--- config.mk ---
export PLATFORM = sky130hd
export DESIGN_NAME = pad_io_port
export DESIGN_NICKNAME = d
export VERILOG_FILES = /design/src/verilog/pad_io_pkg.sv /design/src/verilog/pad_cell.sv /design/src/verilog/pad_io_port.sv
export SDC_FILE = /design/constraint.sdc
export NUM_CORES = 1
export LEC_CHECK = 0
export ABC_AREA = 1
export BUFFER_PORTS_ARGS = -buffer_cell sky130_fd_sc_hd__buf_2
export CAP_MARGIN = 15
export CORE_AREA = 2 2 102 104
export DETAILED_ROUTE_END_ITERATION = 8
export DIE_AREA = 0 0 104 106
export GPL_ROUTABILITY_DRIVEN = 0
export PLACE_DENSITY = 0.61
export SYNTH_ARGS = -nofsm -noshare
export SYNTH_HDL_FRONTEND = slang
export SYNTH_SLANG_ARGS = --single-unit
--- constraint.sdc ---
create_clock -name clk_sys -period 2.7 [get_ports clk_sys]
set_input_delay 0.54 -clock clk_sys [delete_from_list [all_inputs] [get_ports clk_sys]]
set_output_delay 0.54 -clock clk_sys [all_outputs]
set_load 0.01 [all_outputs]
--- src/verilog/pad_io_pkg.sv ---
/*
 Constants shared by the pad I/O port block: port widths, pin positions,
 control bit positions, reset values and sink mode encodings.
 Assumes a single 40 MHz system clock and an active-low asynchronous reset.
*/
`default_nettype none
package pad_io_pkg;
  localparam int PA_W = 8;
  localparam int PB_W = 6;
  // Pin positions
  localparam int PA_XOUT = 7;
  localparam int PA_XIN = 6;
  localparam int PA_RST = 5;
  localparam int PA_CKI_A = 4;
  localparam int PA_IR = 3;
  localparam int PA_CKI_B = 1;
  localparam int PB_CMP = 3;
  localparam int PB_PWM2 = 2;
  localparam int PB_IRQ1 = 1;
  localparam int PB_IRQ0 = 0;
  // Control bit positions
  localparam int PWR_PA5_PH_BIT = 4;
  localparam int PAPH_PA5_PL_BIT = 5;
  localparam int PL_PB_LSB = 4;
  localparam int FLAG_PORT_CHG_BIT = 1;
  localparam int EN_PORT_CHG_BIT = 1;
  localparam int GLOBAL_IRQ_EN_BIT = 7;
  localparam int EDGE_IRQ0_SEL_BIT = 4;
  localparam int EDGE_IRQ1_SEL_BIT = 5;
  localparam int IR_EN_BIT = 0;
  // Reset values
  localparam logic [7:0] RST_PA = 8'h00;
  localparam logic [5:0] RST_PB = 6'h00;
  localparam logic [7:0] RST_DIR_A = 8'hFF;
  localparam logic [5:0] RST_DIR_B = 6'h3F;
  // Sink strength codes
  typedef enum logic [1:0] {
    SINK_SMALL = 2'h0,
    SINK_NORMAL = 2'h1,
    SINK_LARGE = 2'h3,
    SINK_CONST = 2'h2
  } sink_mode_t;
endpackage
`default_nettype wire

--- src/verilog/pad_cell.sv ---
/*
 One general-purpose pad cell: output path, open-drain, pulls and read select.
 Assumes the pad level input is synchronous to the system clock.
*/
`default_nettype none
module pad_cell (
  input wire logic dir_in, // 1 = input
  input wire logic out_val, // Value to drive
  input wire logic force_out, // Peripheral forces output
  input wire logic od_en, // Open-drain output
  input wire logic ph_en, // Pull-high request
  input wire logic pl_en, // Pull-low request
  input wire logic pad_i, // Pad level
  input wire logic rd_latch, // 1 = read latch
  output logic pad_o, // Pad drive value
  output logic pad_oe_n, // Low while driving
  output logic pu_on, // Pull-high active
  output logic pd_on, // Pull-low active
  output logic rd_val // Value seen by port read
);
  wire is_out = force_out | ~dir_in;
  // Open-drain releases the pad instead of driving a one
  wire drive = is_out & ~(od_en & out_val);
  assign pad_o = out_val;
  assign pad_oe_n = ~drive;
  assign pu_on = ph_en & ~is_out;
  assign pd_on = pl_en & ~is_out;
  assign rd_val = rd_latch ? out_val : pad_i;
endmodule
`default_nettype wire

--- src/verilog/pad_io_port.sv ---
/*
 Fourteen-pad I/O port block with pin multiplexing, level-change flag,
 external interrupt steering, carrier and clock pad reuse.
 Control bits arrive as plain ports from the core's register file; pads are
 five signals each, resolved outside.
*/
`default_nettype none
module pad_io_port (
  input wire logic clk_sys, // System clock, 40 MHz
  input wire logic rst_n, // Asynchronous reset, active low
  input wire logic data_a_we, // Write strobe for port A data
  input wire logic data_b_we, // Write strobe for port B data
  input wire logic [7:0] wdata, // Write data
  output logic [7:0] data_a, // Port A read value
  output logic [5:0] data_b, // Port B read value
  input wire logic [7:0] data_a_direction, // 1 = input
  input wire logic [5:0] data_b_direction, // 1 = input
  input wire logic [7:0] rd_latch_a, // 1 = read latch, port A
  input wire logic [5:0] rd_latch_b, // 1 = read latch, port B
  input wire logic [7:0] data_a_pullhigh_ctrl, // Pull-high A, bit 5 pull-low A5
  input wire logic [5:0] data_b_pullhigh_ctrl, // Pull-high B
  input wire logic [7:0] pulllow_ctrl, // Pull-low A3:0, B3:0
  input wire logic [7:0] power_ctrl, // Bit 4 pull-high A5
  input wire logic [5:0] data_b_opendrain_ctrl, // Open-drain B
  input wire logic [7:0] data_a_wake_mask, // Level-change select A
  input wire logic [5:0] data_b_wake_mask, // Level-change select B
  input wire logic flag_clr_we, // Software write to flag register
  input wire logic [7:0] flag_wdata, // Flag write data
  output logic [7:0] irq_flag_reg, // Flag register, bit 1 port change
  input wire logic [7:0] irq_enable_reg, // Interrupt enables
  input wire logic [7:0] power_ctrl_one, // Bit 7 global enable
  output logic port_irq, // Port change request
  input wire logic [7:0] ext_irq_edge_reg, // Bits 5:4 external selects
  output logic ext_irq0_pin, // External interrupt 0 level
  output logic ext_irq1_pin, // External interrupt 1 level
  input wire logic [7:0] ir_ctrl_reg, // Bit 0 carrier enable
  input wire logic ir_large_cfg, // Carrier current option large
  input wire logic ir_carrier, // Carrier waveform
  input wire logic rst_pad_cfg, // Pad A5 is reset input
  output logic ext_rst_n, // External reset, active low
  input wire logic xtal_cfg, // Crystal mode
  input wire logic clk_out_cfg, // Instruction clock output
  input wire logic instr_clk, // Instruction clock
  output logic xtal_in, // Crystal input level
  input wire logic tmr0_src_sel, // Timer0 source select
  input wire logic tmr0_lowclk_sel, // Timer0 low-clock select
  input wire logic tmr1_src_sel, // Timer1 source select
  input wire logic tmr2_src_sel, // Timer2 source select
  input wire logic tmr3_src_sel, // Timer3 source select
  output logic tmr0_ext_clk, // Timer0 external clock
  output logic tmr1_ext_clk, // Timer1 external clock
  output logic tmr2_ext_clk, // Timer2 external clock
  output logic tmr3_ext_clk, // Timer3 external clock
  input wire logic cmp_out_en, // Comparator to pad B3
  input wire logic cmp_out, // Comparator value
  input wire logic pwm_one_out_en, // PWM1 to pad B3
  input wire logic pwm_one, // PWM1 value
  input wire logic buzzer_one_en, // Buzzer1 to pad B3
  input wire logic buzzer_one, // Buzzer1 value
  input wire logic pwm_two_out_en, // PWM2 to pad B2
  input wire logic pwm_two, // PWM2 value
  input wire logic buzzer_two_en, // Buzzer2 to pad B2
  input wire logic buzzer_two, // Buzzer2 value
  input wire logic [1:0] sink_current_cfg, // Per port A,B current bit
  input wire logic [1:0] constant_sink_cfg, // Per port A,B constant bit
  input wire logic [1:0] small_sink_cfg, // Per port A,B small-sink bit
  input wire logic [1:0] drive_cfg, // Per port A,B drive bit
  output logic [3:0] sink_mode, // Port B [3:2], port A [1:0]
  output logic [1:0] drive_large, // 1 = large drive
  input wire logic [7:0] pa_i, // Port A pad level
  output logic [7:0] pa_o, // Port A drive value
  output logic [7:0] pa_oe_n, // Port A enable, low drives
  output logic [7:0] pa_pu, // Port A pull-high on
  output logic [7:0] pa_pd, // Port A pull-low on
  input wire logic [5:0] pb_i, // Port B pad level
  output logic [5:0] pb_o, // Port B drive value
  output logic [5:0] pb_oe_n, // Port B enable, low drives
  output logic [5:0] pb_pu, // Port B pull-high on
  output logic [5:0] pb_pd // Port B pull-low on
);
  logic [7:0] latch_a_q;
  logic [5:0] latch_b_q;
  logic [7:0] prev_a_q;
  logic [5:0] prev_b_q;
  logic chg_q;
  logic chg_d;

  always_ff @(posedge clk_sys or negedge rst_n) begin
    if (!rst_n) begin
      latch_a_q <= pad_io_pkg::RST_PA;
      latch_b_q <= pad_io_pkg::RST_PB;
    end else begin
      if (data_a_we) latch_a_q <= wdata;
      if (data_b_we) latch_b_q <= wdata[5:0];
    end
  end

  // Peripheral overrides on pad output values
  wire ir_en = ir_ctrl_reg[pad_io_pkg::IR_EN_BIT];
  wire ir_on_a = ir_en & ir_large_cfg;
  wire ir_on_b = ir_en & ~ir_large_cfg;
  wire clk_on_a7 = clk_out_cfg & ~xtal_cfg;
  wire b3_per = cmp_out_en | pwm_one_out_en | buzzer_one_en;
  wire b3_val = cmp_out_en ? cmp_out :
                pwm_one_out_en ? pwm_one :
                buzzer_one;
  wire b2_per = pwm_two_out_en | buzzer_two_en;
  wire b2_val = pwm_two_out_en ? pwm_two : buzzer_two;

  logic [7:0] a_val;
  logic [7:0] a_force;
  logic [7:0] a_od;
  logic [7:0] a_ph;
  logic [7:0] a_pl;
  logic [5:0] b_val;
  logic [5:0] b_force;
  logic [5:0] b_pl;
  logic [7:0] a_rd;
  logic [5:0] b_rd;
  logic [7:0] a_oen_raw;
  logic [5:0] b_oen_raw;

  always_comb begin
    a_val = latch_a_q;
    a_force = 8'h00;
    a_val[pad_io_pkg::PA_IR] = ir_on_a ? ir_carrier : latch_a_q[pad_io_pkg::PA_IR];
    a_force[pad_io_pkg::PA_IR] = ir_on_a;
    a_val[pad_io_pkg::PA_XOUT] = clk_on_a7 ? instr_clk : latch_a_q[pad_io_pkg::PA_XOUT];
    a_force[pad_io_pkg::PA_XOUT] = clk_on_a7;
    a_od = 8'h00;
    a_od[pad_io_pkg::PA_RST] = 1'b1;
    a_ph = data_a_pullhigh_ctrl;
    a_ph[pad_io_pkg::PA_RST] = power_ctrl[pad_io_pkg::PWR_PA5_PH_BIT];
    a_pl = {4'h0, pulllow_ctrl[3:0]};
    a_pl[pad_io_pkg::PA_RST] = data_a_pullhigh_ctrl[pad_io_pkg::PAPH_PA5_PL_BIT];
    b_val = latch_b_q;
    b_force = 6'h00;
    b_val[pad_io_pkg::PB_IRQ1] = ir_on_b ? ir_carrier : latch_b_q[pad_io_pkg::PB_IRQ1];
    b_force[pad_io_pkg::PB_IRQ1] = ir_on_b;
    b_val[pad_io_pkg::PB_PWM2] = b2_per ? b2_val : latch_b_q[pad_io_pkg::PB_PWM2];
    b_force[pad_io_pkg::PB_PWM2] = b2_per;
    b_val[pad_io_pkg::PB_CMP] = b3_per ? b3_val : latch_b_q[pad_io_pkg::PB_CMP];
    b_force[pad_io_pkg::PB_CMP] = b3_per;
    b_pl = {2'h0, pulllow_ctrl[pad_io_pkg::PL_PB_LSB +: 4]};
  end

  genvar gi;
  generate
    for (gi = 0; gi < pad_io_pkg::PA_W; gi++) begin : g_pa
      pad_cell u_cell (
        .dir_in(data_a_direction[gi]),
        .out_val(a_val[gi]),
        .force_out(a_force[gi]),
        .od_en(a_od[gi]),
        .ph_en(a_ph[gi]),
        .pl_en(a_pl[gi]),
        .pad_i(pa_i[gi]),
        .rd_latch(rd_latch_a[gi]),
        .pad_o(pa_o[gi]),
        .pad_oe_n(a_oen_raw[gi]),
        .pu_on(pa_pu[gi]),
        .pd_on(pa_pd[gi]),
        .rd_val(a_rd[gi])
      );
    end
    for (gi = 0; gi < pad_io_pkg::PB_W; gi++) begin : g_pb
      pad_cell u_cell (
        .dir_in(data_b_direction[gi]),
        .out_val(b_val[gi]),
        .force_out(b_force[gi]),
        .od_en(data_b_opendrain_ctrl[gi]),
        .ph_en(data_b_pullhigh_ctrl[gi]),
        .pl_en(b_pl[gi]),
        .pad_i(pb_i[gi]),
        .rd_latch(rd_latch_b[gi]),
        .pad_o(pb_o[gi]),
        .pad_oe_n(b_oen_raw[gi]),
        .pu_on(pb_pu[gi]),
        .pd_on(pb_pd[gi]),
        .rd_val(b_rd[gi])
      );
    end
  endgenerate

  // Crystal or reset use releases the pad from general I/O
  wire [7:0] a_release = {xtal_cfg, xtal_cfg, rst_pad_cfg, 5'h00};
  assign pa_oe_n = a_oen_raw | a_release;
  assign pb_oe_n = b_oen_raw;
  assign data_a = a_rd;
  assign data_b = b_rd;

  assign ext_rst_n = ~rst_pad_cfg | pa_i[pad_io_pkg::PA_RST];
  assign xtal_in = xtal_cfg & pa_i[pad_io_pkg::PA_XIN];

  wire cki_a = pa_i[pad_io_pkg::PA_CKI_A];
  wire cki_b = pa_i[pad_io_pkg::PA_CKI_B];
  assign tmr0_ext_clk = tmr0_src_sel & ~tmr0_lowclk_sel & cki_a;
  assign tmr1_ext_clk = tmr1_src_sel & cki_a;
  assign tmr2_ext_clk = tmr2_src_sel & cki_b;
  assign tmr3_ext_clk = tmr3_src_sel & cki_b;

  wire ext_irq0_select = ext_irq_edge_reg[pad_io_pkg::EDGE_IRQ0_SEL_BIT];
  wire ext_irq1_select = ext_irq_edge_reg[pad_io_pkg::EDGE_IRQ1_SEL_BIT];
  assign ext_irq0_pin = ext_irq0_select & pb_i[pad_io_pkg::PB_IRQ0];
  assign ext_irq1_pin = ext_irq1_select & pb_i[pad_io_pkg::PB_IRQ1];

  // Level-change detect; external interrupt use masks B0 and B1
  wire [5:0] data_b_wake_en = data_b_wake_mask
                             & ~{4'h0, ext_irq1_select, ext_irq0_select};
  wire [7:0] chg_a = (pa_i ^ prev_a_q) & data_a_wake_mask;
  wire [5:0] chg_b = (pb_i ^ prev_b_q) & data_b_wake_en;
  wire data_b_wake_flag_set = (|chg_a) | (|chg_b);
  wire flag_wr_clr = flag_clr_we & ~flag_wdata[pad_io_pkg::FLAG_PORT_CHG_BIT];

  // Set wins over a clear in the same cycle so no change is lost
  assign chg_d = data_b_wake_flag_set ? 1'b1 :
                 flag_wr_clr ? 1'b0 : chg_q;

  always_ff @(posedge clk_sys or negedge rst_n) begin
    if (!rst_n) begin
      prev_a_q <= pad_io_pkg::RST_PA;
      prev_b_q <= pad_io_pkg::RST_PB;
      chg_q <= 1'b0;
    end else begin
      prev_a_q <= pa_i;
      prev_b_q <= pb_i;
      chg_q <= chg_d;
    end
  end

  always_comb begin
    irq_flag_reg = 8'h00;
    irq_flag_reg[pad_io_pkg::FLAG_PORT_CHG_BIT] = chg_q;
  end
  assign port_irq = chg_q & irq_enable_reg[pad_io_pkg::EN_PORT_CHG_BIT]
                    & power_ctrl_one[pad_io_pkg::GLOBAL_IRQ_EN_BIT];

  function automatic logic [1:0] sink_dec(input logic cur, input logic cst, input logic sml);
    if (!sml) sink_dec = pad_io_pkg::SINK_SMALL;
    else if (!cur) sink_dec = pad_io_pkg::SINK_NORMAL;
    else if (!cst) sink_dec = pad_io_pkg::SINK_LARGE;
    else sink_dec = pad_io_pkg::SINK_CONST;
  endfunction
  assign sink_mode[1:0] = sink_dec(sink_current_cfg[0], constant_sink_cfg[0],
                                   small_sink_cfg[0]);
  assign sink_mode[3:2] = sink_dec(sink_current_cfg[1], constant_sink_cfg[1],
                                   small_sink_cfg[1]);
  assign drive_large = drive_cfg;

  a_flag_sets: assert property (@(posedge clk_sys) disable iff (!rst_n)
    ((|((pa_i ^ $past(pa_i)) & data_a_wake_mask)) |=> chg_q))
    else $error("change flag not set on masked change");
  a_flag_sticky: assert property (@(posedge clk_sys) disable iff (!rst_n)
    (chg_q && !flag_clr_we) |=> chg_q)
    else $error("change flag cleared without write");
  a_irq_gate: assert property (@(posedge clk_sys) disable iff (!rst_n)
    port_irq |-> (chg_q && power_ctrl_one[7] && irq_enable_reg[1]))
    else $error("request without enables");
  a_b0_masked: assert property (@(posedge clk_sys) disable iff (!rst_n)
    (ext_irq0_select && ext_irq1_select && data_a_wake_mask == 8'h00
     && data_b_wake_mask[5:2] == 4'h0 && !chg_q && !flag_clr_we) |=> !chg_q)
    else $error("external pad set change flag");
  a_b3_prio: assert property (@(posedge clk_sys) disable iff (!rst_n)
    cmp_out_en |-> (pb_o[3] == cmp_out && !pb_oe_n[3] || data_b_opendrain_ctrl[3]))
    else $error("comparator not on pad B3");
  a_a5_od: assert property (@(posedge clk_sys) disable iff (!rst_n)
    latch_a_q[5] |-> pa_oe_n[5])
    else $error("pad A5 drove a high level");
  a_read_sel: assert property (@(posedge clk_sys) disable iff (!rst_n)
    (rd_latch_a[0] ? data_a[0] == latch_a_q[0] : data_a[0] == pa_i[0]))
    else $error("read select wrong");
  a_ir_pad: assert property (@(posedge clk_sys) disable iff (!rst_n)
    (ir_en && !ir_large_cfg) |-> (pb_o[1] == ir_carrier && !pb_oe_n[1]
     || data_b_opendrain_ctrl[1]))
    else $error("carrier missing on pad B1");

  // Pad routing is combinational, so these hold in the cycle they are sampled, except a_write_lands, checked one cycle after the strobe
  a_write_lands: assert property (@(posedge clk_sys) disable iff (!rst_n)
    data_a_we |=> (latch_a_q == $past(wdata)))
    else $error("port A write not latched");
  a_out_no_pull: assert property (@(posedge clk_sys) disable iff (!rst_n)
    !data_a_direction[0] |-> !pa_pu[0])
    else $error("pull-high on an output pad");
  a_b5_pullhigh: assert property (@(posedge clk_sys) disable iff (!rst_n)
    data_b_direction[5] |-> (pb_pu[5] == data_b_pullhigh_ctrl[5]))
    else $error("pad B5 pull-high wrong");
  a_a5_pullhigh: assert property (@(posedge clk_sys) disable iff (!rst_n)
    data_a_direction[5] |-> (pa_pu[5] == power_ctrl[4]))
    else $error("pad A5 pull-high not from power control");
  a_b0_pulllow: assert property (@(posedge clk_sys) disable iff (!rst_n)
    data_b_direction[0] |-> (pb_pd[0] == pulllow_ctrl[4]))
    else $error("pad B0 pull-low wrong");
  a_b0_opendrain: assert property (@(posedge clk_sys) disable iff (!rst_n)
    (!data_b_direction[0] && data_b_opendrain_ctrl[0] && pb_o[0]) |-> pb_oe_n[0])
    else $error("open-drain pad B0 drove a high level");
  a_irq_raise: assert property (@(posedge clk_sys) disable iff (!rst_n)
    (chg_q && irq_enable_reg[1] && power_ctrl_one[7]) |-> port_irq)
    else $error("enabled change flag gave no request");
  a_ext_irq_pins: assert property (@(posedge clk_sys) disable iff (!rst_n)
    (ext_irq0_pin == (ext_irq_edge_reg[4] && pb_i[0]))
    && (ext_irq1_pin == (ext_irq_edge_reg[5] && pb_i[1])))
    else $error("external interrupt pin steering wrong");
  a_ir_idle: assert property (@(posedge clk_sys) disable iff (!rst_n)
    (!ir_ctrl_reg[0] && data_a_direction[3]) |-> pa_oe_n[3])
    else $error("pad A3 driven with carrier off");
  a_rst_pad: assert property (@(posedge clk_sys) disable iff (!rst_n)
    rst_pad_cfg |-> (pa_oe_n[5] && ext_rst_n == pa_i[5]))
    else $error("pad A5 reset use wrong");
  a_xtal_pads: assert property (@(posedge clk_sys) disable iff (!rst_n)
    xtal_cfg |-> (pa_oe_n[7:6] == 2'h3 && xtal_in == pa_i[6]))
    else $error("crystal pads not released");
  a_clk_out: assert property (@(posedge clk_sys) disable iff (!rst_n)
    (clk_out_cfg && !xtal_cfg) |-> (!pa_oe_n[7] && pa_o[7] == instr_clk))
    else $error("instruction clock missing on pad A7");
  a_tmr_clk_a: assert property (@(posedge clk_sys) disable iff (!rst_n)
    (tmr0_ext_clk == (tmr0_src_sel && !tmr0_lowclk_sel && pa_i[4]))
    && (tmr1_ext_clk == (tmr1_src_sel && pa_i[4])))
    else $error("timer clock A routing wrong");
  a_tmr_clk_b: assert property (@(posedge clk_sys) disable iff (!rst_n)
    (tmr2_ext_clk == (tmr2_src_sel && pa_i[1]))
    && (tmr3_ext_clk == (tmr3_src_sel && pa_i[1])))
    else $error("timer clock B routing wrong");
  a_b2_prio: assert property (@(posedge clk_sys) disable iff (!rst_n)
    (pwm_two_out_en && !data_b_opendrain_ctrl[2]) |-> (!pb_oe_n[2] && pb_o[2] == pwm_two))
    else $error("PWM2 not on pad B2");
  a_sink_small: assert property (@(posedge clk_sys) disable iff (!rst_n)
    (small_sink_cfg[0] || sink_mode[1:0] == pad_io_pkg::SINK_SMALL)
    && (small_sink_cfg[1] || sink_mode[3:2] == pad_io_pkg::SINK_SMALL))
    else $error("small sink not selected");
endmodule
`default_nettype wire

==> impl_metrics.json, run 1 <==
{
  "status": "finished clean",
  "tightest_slew_ns": 0.6632,
  "grt.met1_usage_pct": 11.28,
  "worst_setup_path_end_kind": "output pin",
  "grt_pass1_vias": 2360,
  "period_minus_slack_ns": 1.854,
  "cp_max_fo": 4,
  "die_y_microns": 106,
  "cts_setup_buffers": 0,
  "p_leak_nw": 2.133,
  "drt-total-wl_mm": 6.648,
  "cap_violations": 0,
  "track_usage_pct": 11.73,
  "initial_core_util_pct": 24.52,
  "grt_antenna_before_repair": 0,
  "busiest_layer": "met2",
  "numClockSinks": 29,
  "finClkSkew_ns": 0.002016,
  "drive_above_1_share_pct": 44.15,
  "h-tree-depth": 2,
  "die-area_sq_um": 11020,
  "synth_cell_types": 26,
  "synth_edf_count": 0,
  "period_share_pct": 68.67,
  "port_buffers": 209,
  "post_cts_resize_count": 0,
  "area_growth_pct": 30.56,
  "setup_ws_ns": 0.8458,
  "grt_pass1_wl_mm": 10.42,
  "ys_ff_latch": 29,
  "post-synth-top-count-cell": "nand2_1",
  "crit_arrival_ns": 1.31,
  "criticalPathCategory": "in2out",
  "nets": 694,
  "synth.avg_cell_area_sq_um": 6.592,
  "ant_nets": 0,
  "pre_cts_slack_ns": 0.8543,
  "cts.reportedPaths.clkPinSlew_ns": 0.06,
  "die_w_microns": 104,
  "rows": 37,
  "fillers": 1095,
  "ys.flop_type": "dfrtp_1",
  "cpPeakStageDelay_ns": 0.22,
  "yosysWarningCount": 0,
  "hold_buffers": 0,
  "crit_chain": "buf_2 -> inv_1 -> or2_0 -> nand3_1 -> o21ai_2 -> nand2_1 -> nand2_1 -> buf_2",
  "wl_per_cell_microns": 10.12,
  "vias_per_cell": 3.854,
  "seq_area_frac_synth_pct": 29.59,
  "hold_viol_final": 0,
  "cp.required_ns": 2.16,
  "critPathLaunchType": "primary input",
  "n_antenna_cell": 0,
  "synth_top_area_cell": "dfrtp_1",
  "synthTopCellsByCount": "95 x nand2_1, 77 x buf_4, 62 x inv_1",
  "ys_top_cells_by_area": "dfrtp_1 30%, buf_4 24%, nand2_1 15%",
  "stdcell_area_sq_um": 3202,
  "core_area_sq_um": 10000,
  "grt.met3_usage_pct": 3.801,
  "final-max-slew-violation-count": 0,
  "first_iter_violations": 110,
  "vdd_drop_max_uv": 165.8,
  "io_pins": 267,
  "fin_tns_setup_ns": 0,
  "dr.pass1.iters": 4,
  "grt_max_degree": 30,
  "cts_tree": "yes",
  "grt_overflow": 0,
  "rsz0062_at_grt": "no",
  "synth_top_cell_area_share_pct": 29.59,
  "root_buffer": "clkbuf_8",
  "cts_buffers": 5,
  "clk_latency_ns": 0.27,
  "slew_headroom_pct": 55.79,
  "min_path_type": "in2async",
  "synthArstFlopShare_pct": 100.0,
  "power.density_nw_per_um2": 379.6,
  "netlist_area_sq_um": 2452,
  "fmax_mhz": 539.3,
  "slowest_stage": "or2_0",
  "dp_hpwl_mm": 5.632,
  "remaining_drc_errors": 0,
  "grt_util_met2_pct": 23.50,
  "syn_inst": 372,
  "vias": 2532,
  "final-setup-viol-count": 0,
  "placed_cell_area_sq_um": 3122,
  "clk_path_buf_depth": 2
}
[layout by cell type (no fill, tap or decap), drive strengths merged]
master | Yosys | layout
a21boi | 2 | 2
a21o | 3 | 3
a21oi | 10 | 10
and3 | 2 | 2
buf | 79 | 209
clkbuf | 0 | 8
clkinv | 1 | 1
conb | 1 | 12
dfrtp | 29 | 29
inv | 68 | 68
mux2 | 5 | 5
nand2 | 97 | 97
nand3 | 11 | 11
nand4 | 1 | 1
nor2 | 41 | 41
o21ai | 18 | 18
or2 | 4 | 4
[logic make-up after synthesis]
kind of cell           count (synthesis)  synth area share [%]
other                                  1                0.1529
muxes                                  5                 2.296
AOI/OAI and AO/OA                     33                 7.704
buffers and inverters                148                 34.54
DFF                                   29                 29.59
and+or+nand+nor                      156                 25.71
[layout make-up]
class                           count  area [sq um]  area share, %
Tap cell                          136         170.2          5.315
Timing Repair Buffer              209          1046          32.67
Multi-Input combinational cell    206         920.9          28.76
Sequential cell                    29         725.7          22.67
Clock buffer                        8         80.08          2.501
Inverter                           69         259.0          8.089
[worst max-delay path, delay by kind of cell]
family	cells	cell delay, ns
and+or+nand+nor	4	0.43
buffers and inverters	3	0.27
AOI/OAI and AO/OA	1	0.07
[final timing paths]
path | endpoint | from | slack (ns) | cells past startpoint
setup / recovery | pb_oe_n[3] | cmp_out_en | 0.85 | 8
hold / removal | prev_b_q[5]$_DFF_PN0_ | rst_n | 0.30 | 1
setup reg to reg | chg_q$_DFFE_PN0P_ | prev_a_q[6]$_DFF_PN0_ | 1.59 | 5
hold reg to reg | latch_a_q[3]$_DFFE_PN0P_ | latch_a_q[3]$_DFFE_PN0P_ | 0.52 | 2
max in group asynchronous | latch_b_q[1]$_DFFE_PN0P_ | rst_n | 1.98 | 1
min in group clk_sys | prev_b_q[3]$_DFF_PN0_ | pb_i[3] | 0.40 | 1
[metrics by stage]
stage,instances,total power [mW],util (%),hold slack (ns)
detailed placement,649,0.8850,31.22,0.5075
CTS,657,1.246,32.02,0.3147
finish,657,1.215,32.02,0.2964
floorplan,383,0.7697,-,0.2444
global placement,649,0.8760,31.22,0.5095
global route,657,1.306,32.02,0.3514
[flip-flops by register name, indices dropped and copies added (netlist names)]
| name | flops |
|---|---|
| latch_b_q | 6 |
| latch_a_q | 8 |
| prev_a_q | 8 |
| chg_q | 1 |
| prev_b_q | 6 |
[layer usage]
layer  part of all wire, %  routed length (microns)  up-vias
li1                      -                        -     1310
met4                  0.86                       57        0
met1                    38                     2497     1090
met5                     0                        0        -
met2                    53                     3510      125
met3                   8.8                      582        7
[power breakdown]
| part | switching (mW) | internal, mW | total [mW] |
|---|---|---|---|
| sequential | 0.0169 | 0.465 | 0.482 |
| clock | 0.161 | 0.183 | 0.344 |
| combinational | 0.213 | 0.177 | 0.390 |
| total | 0.391 | 0.825 | 1.22 |
Note: power is estimated with default switching activity, not from simulation.
==> run 2: changes to the inputs <==
--- a/config.mk
+++ b/config.mk
@@ -8,11 +8,11 @@
 export ABC_AREA = 1
 export BUFFER_PORTS_ARGS = -buffer_cell sky130_fd_sc_hd__buf_2
 export CAP_MARGIN = 15
-export CORE_AREA = 2 2 102 104
+export CORE_AREA = 2 2 103 105
 export DETAILED_ROUTE_END_ITERATION = 8
-export DIE_AREA = 0 0 104 106
+export DIE_AREA = 0 0 105 107
 export GPL_ROUTABILITY_DRIVEN = 0
-export PLACE_DENSITY = 0.61
+export PLACE_DENSITY = 0.6
 export SYNTH_ARGS = -nofsm -noshare
 export SYNTH_HDL_FRONTEND = slang
 export SYNTH_SLANG_ARGS = --single-unit
==> constraint.sdc (replaced) <==
create_clock -name clk_sys -period 1.73 [get_ports clk_sys]
set_input_delay 0.346 -clock clk_sys [delete_from_list [all_inputs] [get_ports clk_sys]]
set_output_delay 0.346 -clock clk_sys [all_outputs]
set_load 0.01 [all_outputs]
==> run 2 against run 1 <==
Compared with the run above: critical path depth fell by 4; first-iteration DRC count shrank 22%; clock-buffer cell count down 1; critical endpoint is now data_a[3]; via count is essentially flat; worst setup slack got worse by 0.62 ns; cell area increased by 1.2%; largest cell class unchanged; clock power rose by 82%; sequential share of layout area is 0.27 points lower; sequential power up 56%; global-route usage is 0.39 points lower; total power increased by 63%; cell count is 0.30% higher.
==> impl_metrics.json, run 2 (synthesis results as in run 1) <==
{
  "status": "finished clean",
  "period_minus_slack_ns": 1.504,
  "grt_pass1_vias": 2353,
  "hold_viol_final": 0,
  "initial_core_util_pct": 24.30,
  "critPathLaunchType": "flip-flop",
  "rr_startpoint": "prev_a_q[6]$_DFF_PN0_",
  "fillers": 1131,
  "area_growth_pct": 32.14,
  "rsz0062_at_grt": "no",
  "vdd_drop_max_uv": 193.0,
  "vias_per_cell": 3.844,
  "root_buffer": "clkbuf_8",
  "power.density_nw_per_um2": 613.2,
  "remaining_drc_errors": 0,
  "hold_path_depth": 1,
  "r2r_end": "chg_q$_DFFE_PN0P_",
  "io_pins": 267,
  "final-max-slew-violation-count": 0,
  "regArea_sq_um": 725.7,
  "nets": 696,
  "drt-total-wl_mm": 6.667,
  "cts_tree": "yes",
  "die_y_microns": 107,
  "period_share_pct": 86.92,
  "cp.required_ns": 1.38,
  "h-tree-depth": 2,
  "vias": 2533,
  "worstHoldStart": "pb_i[3]",
  "n_antenna_cell": 0,
  "finClkSkew_ns": 0.003446,
  "multiInputGateArea_sq_um": 920.9,
  "port_buffers": 209,
  "numClockSinks": 29,
  "timing.hold.ws_ns": 0.2004,
  "worstSetupStartpoint": "latch_a_q[3]$_DFFE_PN0P_",
  "cpPeakStageDelay_ns": 0.37,
  "die_w_microns": 105,
  "fin_tns_setup_ns": 0,
  "rows": 37,
  "rrSetupSlack_ns": 0.63,
  "cap_violations": 0,
  "ant_nets": 0,
  "worstHoldEndpoint": "prev_b_q[3]$_DFF_PN0_",
  "hold_buffers": 1,
  "p_leak_nw": 2.156,
  "worst_setup_path_end_kind": "output pin",
  "fmax_mhz": 665.1,
  "final_common_cell": "buf_2",
  "clk_latency_ns": 0.28,
  "post_cts_resize_count": 0,
  "crit_chain": "clkinv_1 -> o21ai_1 -> mux2_2 -> buf_2",
  "drive_above_1_share_pct": 44.74,
  "first_iter_violations": 86,
  "grt_max_degree": 16,
  "final_cell_mix": "209 x buf_2, 95 x nand2_1, 62 x inv_1, 40 x nor2_1, 29 x dfrtp_1",
  "final-setup-viol-count": 0,
  "setup_ws_ns": 0.2264,
  "largestRegisters": "latch_a_q: 8 flops, prev_a_q: 8 flops",
  "pre_cts_slack_ns": 0.2856,
  "grt_overflow": 0,
  "grt_pass1_wl_mm": 10.14,
  "grt_antenna_before_repair": 0,
  "reg2reg_depth": 5,
  "cts.reportedPaths.clkPinSlew_ns": 0.07,
  "slowest_stage": "dfrtp_1",
  "track_usage_pct": 11.34,
  "cts_setup_buffers": 0,
  "cp_max_fo": 2,
  "die-area_sq_um": 11240,
  "criticalPathCategory": "reg2out",
  "clk_path_buf_depth": 2,
  "core_area_sq_um": 10090,
  "crit_arrival_ns": 1.16,
  "min_path_type": "in2reg",
  "wl_per_cell_microns": 10.12,
  "dr.pass1.iters": 4,
  "dp_hpwl_mm": 5.703,
  "cts_buffers": 5
}
-- run 2: changes by cell type in the layout (fill, tap and decap cells not counted) --
cell           previous run  this run
clkinv_2                  0         1
clkbuf_8                  5         7
dlygate4sd3_1             0         1
buf_4                     0         1
clkbuf_1                  3         0
-- run 2: report_power, final --
group / internal [mW] / switching [mW] / leakage [nW]
combinational: 0.279 / 0.330 / 1.76
clock: 0.359 / 0.266 / 0.0542
sequential: 0.725 / 0.0269 / 0.340
-- run 2: worst max-delay path by stage --
stage | cells after the start | end | slack [ns]
detailed placement | 8 | pb_oe_n[3] | 0.29
global route | 7 | pb_oe_n[1] | 0.13
global placement | 7 | data_a[3] | 0.32
CTS | 4 | data_a[3] | 0.20
finish | 4 | data_a[3] | 0.23
floorplan | 7 | pb_oe_n[3] | 0.44
-- run 2: final cells by class --
class                   instances  area share (%)
flip-flops and latches         29           22.39
clock inverters                 1          0.1544
clock buffers                   7           2.973
inverters                      69           7.992
multi-input cells             206           28.42
well taps                     136           5.251
repair buffers                211           32.82
-- run 2: critical path: cells and delay by family, from the launching register on --
| kind | cells | cell delay, ns |
|---|---|---|
| buffers and inverters | 2 | 0.19 |
| muxes | 1 | 0.26 |
| DFF | 1 | 0.37 |
| AOI/OAI and AO/OA | 1 | 0.07 |
-- run 2: routing by layer --
| metal | track usage, % | share of wire [%] | vias up | routed length, microns |
|---|---|---|---|---|
| met1 | 11.72 | 39 | 1097 | 2581 |
| met4 | 3.524 | 0.82 | 0 | 55 |
| met2 | 21.89 | 52 | 120 | 3480 |
| li1 | - | - | 1310 | - |
| met3 | 3.343 | 8.2 | 6 | 549 |
| met5 | 0 | 0 | - | 0 |
-- run 2: metrics by stage --
step           power [mW]  std cells  cell area, sq um  utilization (%)
2_1_floorplan       1.201        383              2494                -
3_3_place_gp        1.369        650              3129            31.01
3_5_place_dp        1.384        650              3129            31.01
4_1_cts             2.041        659              3241            32.11
5_1_grt             2.138        659              3241            32.11
6_report            1.987        659              3241            32.11
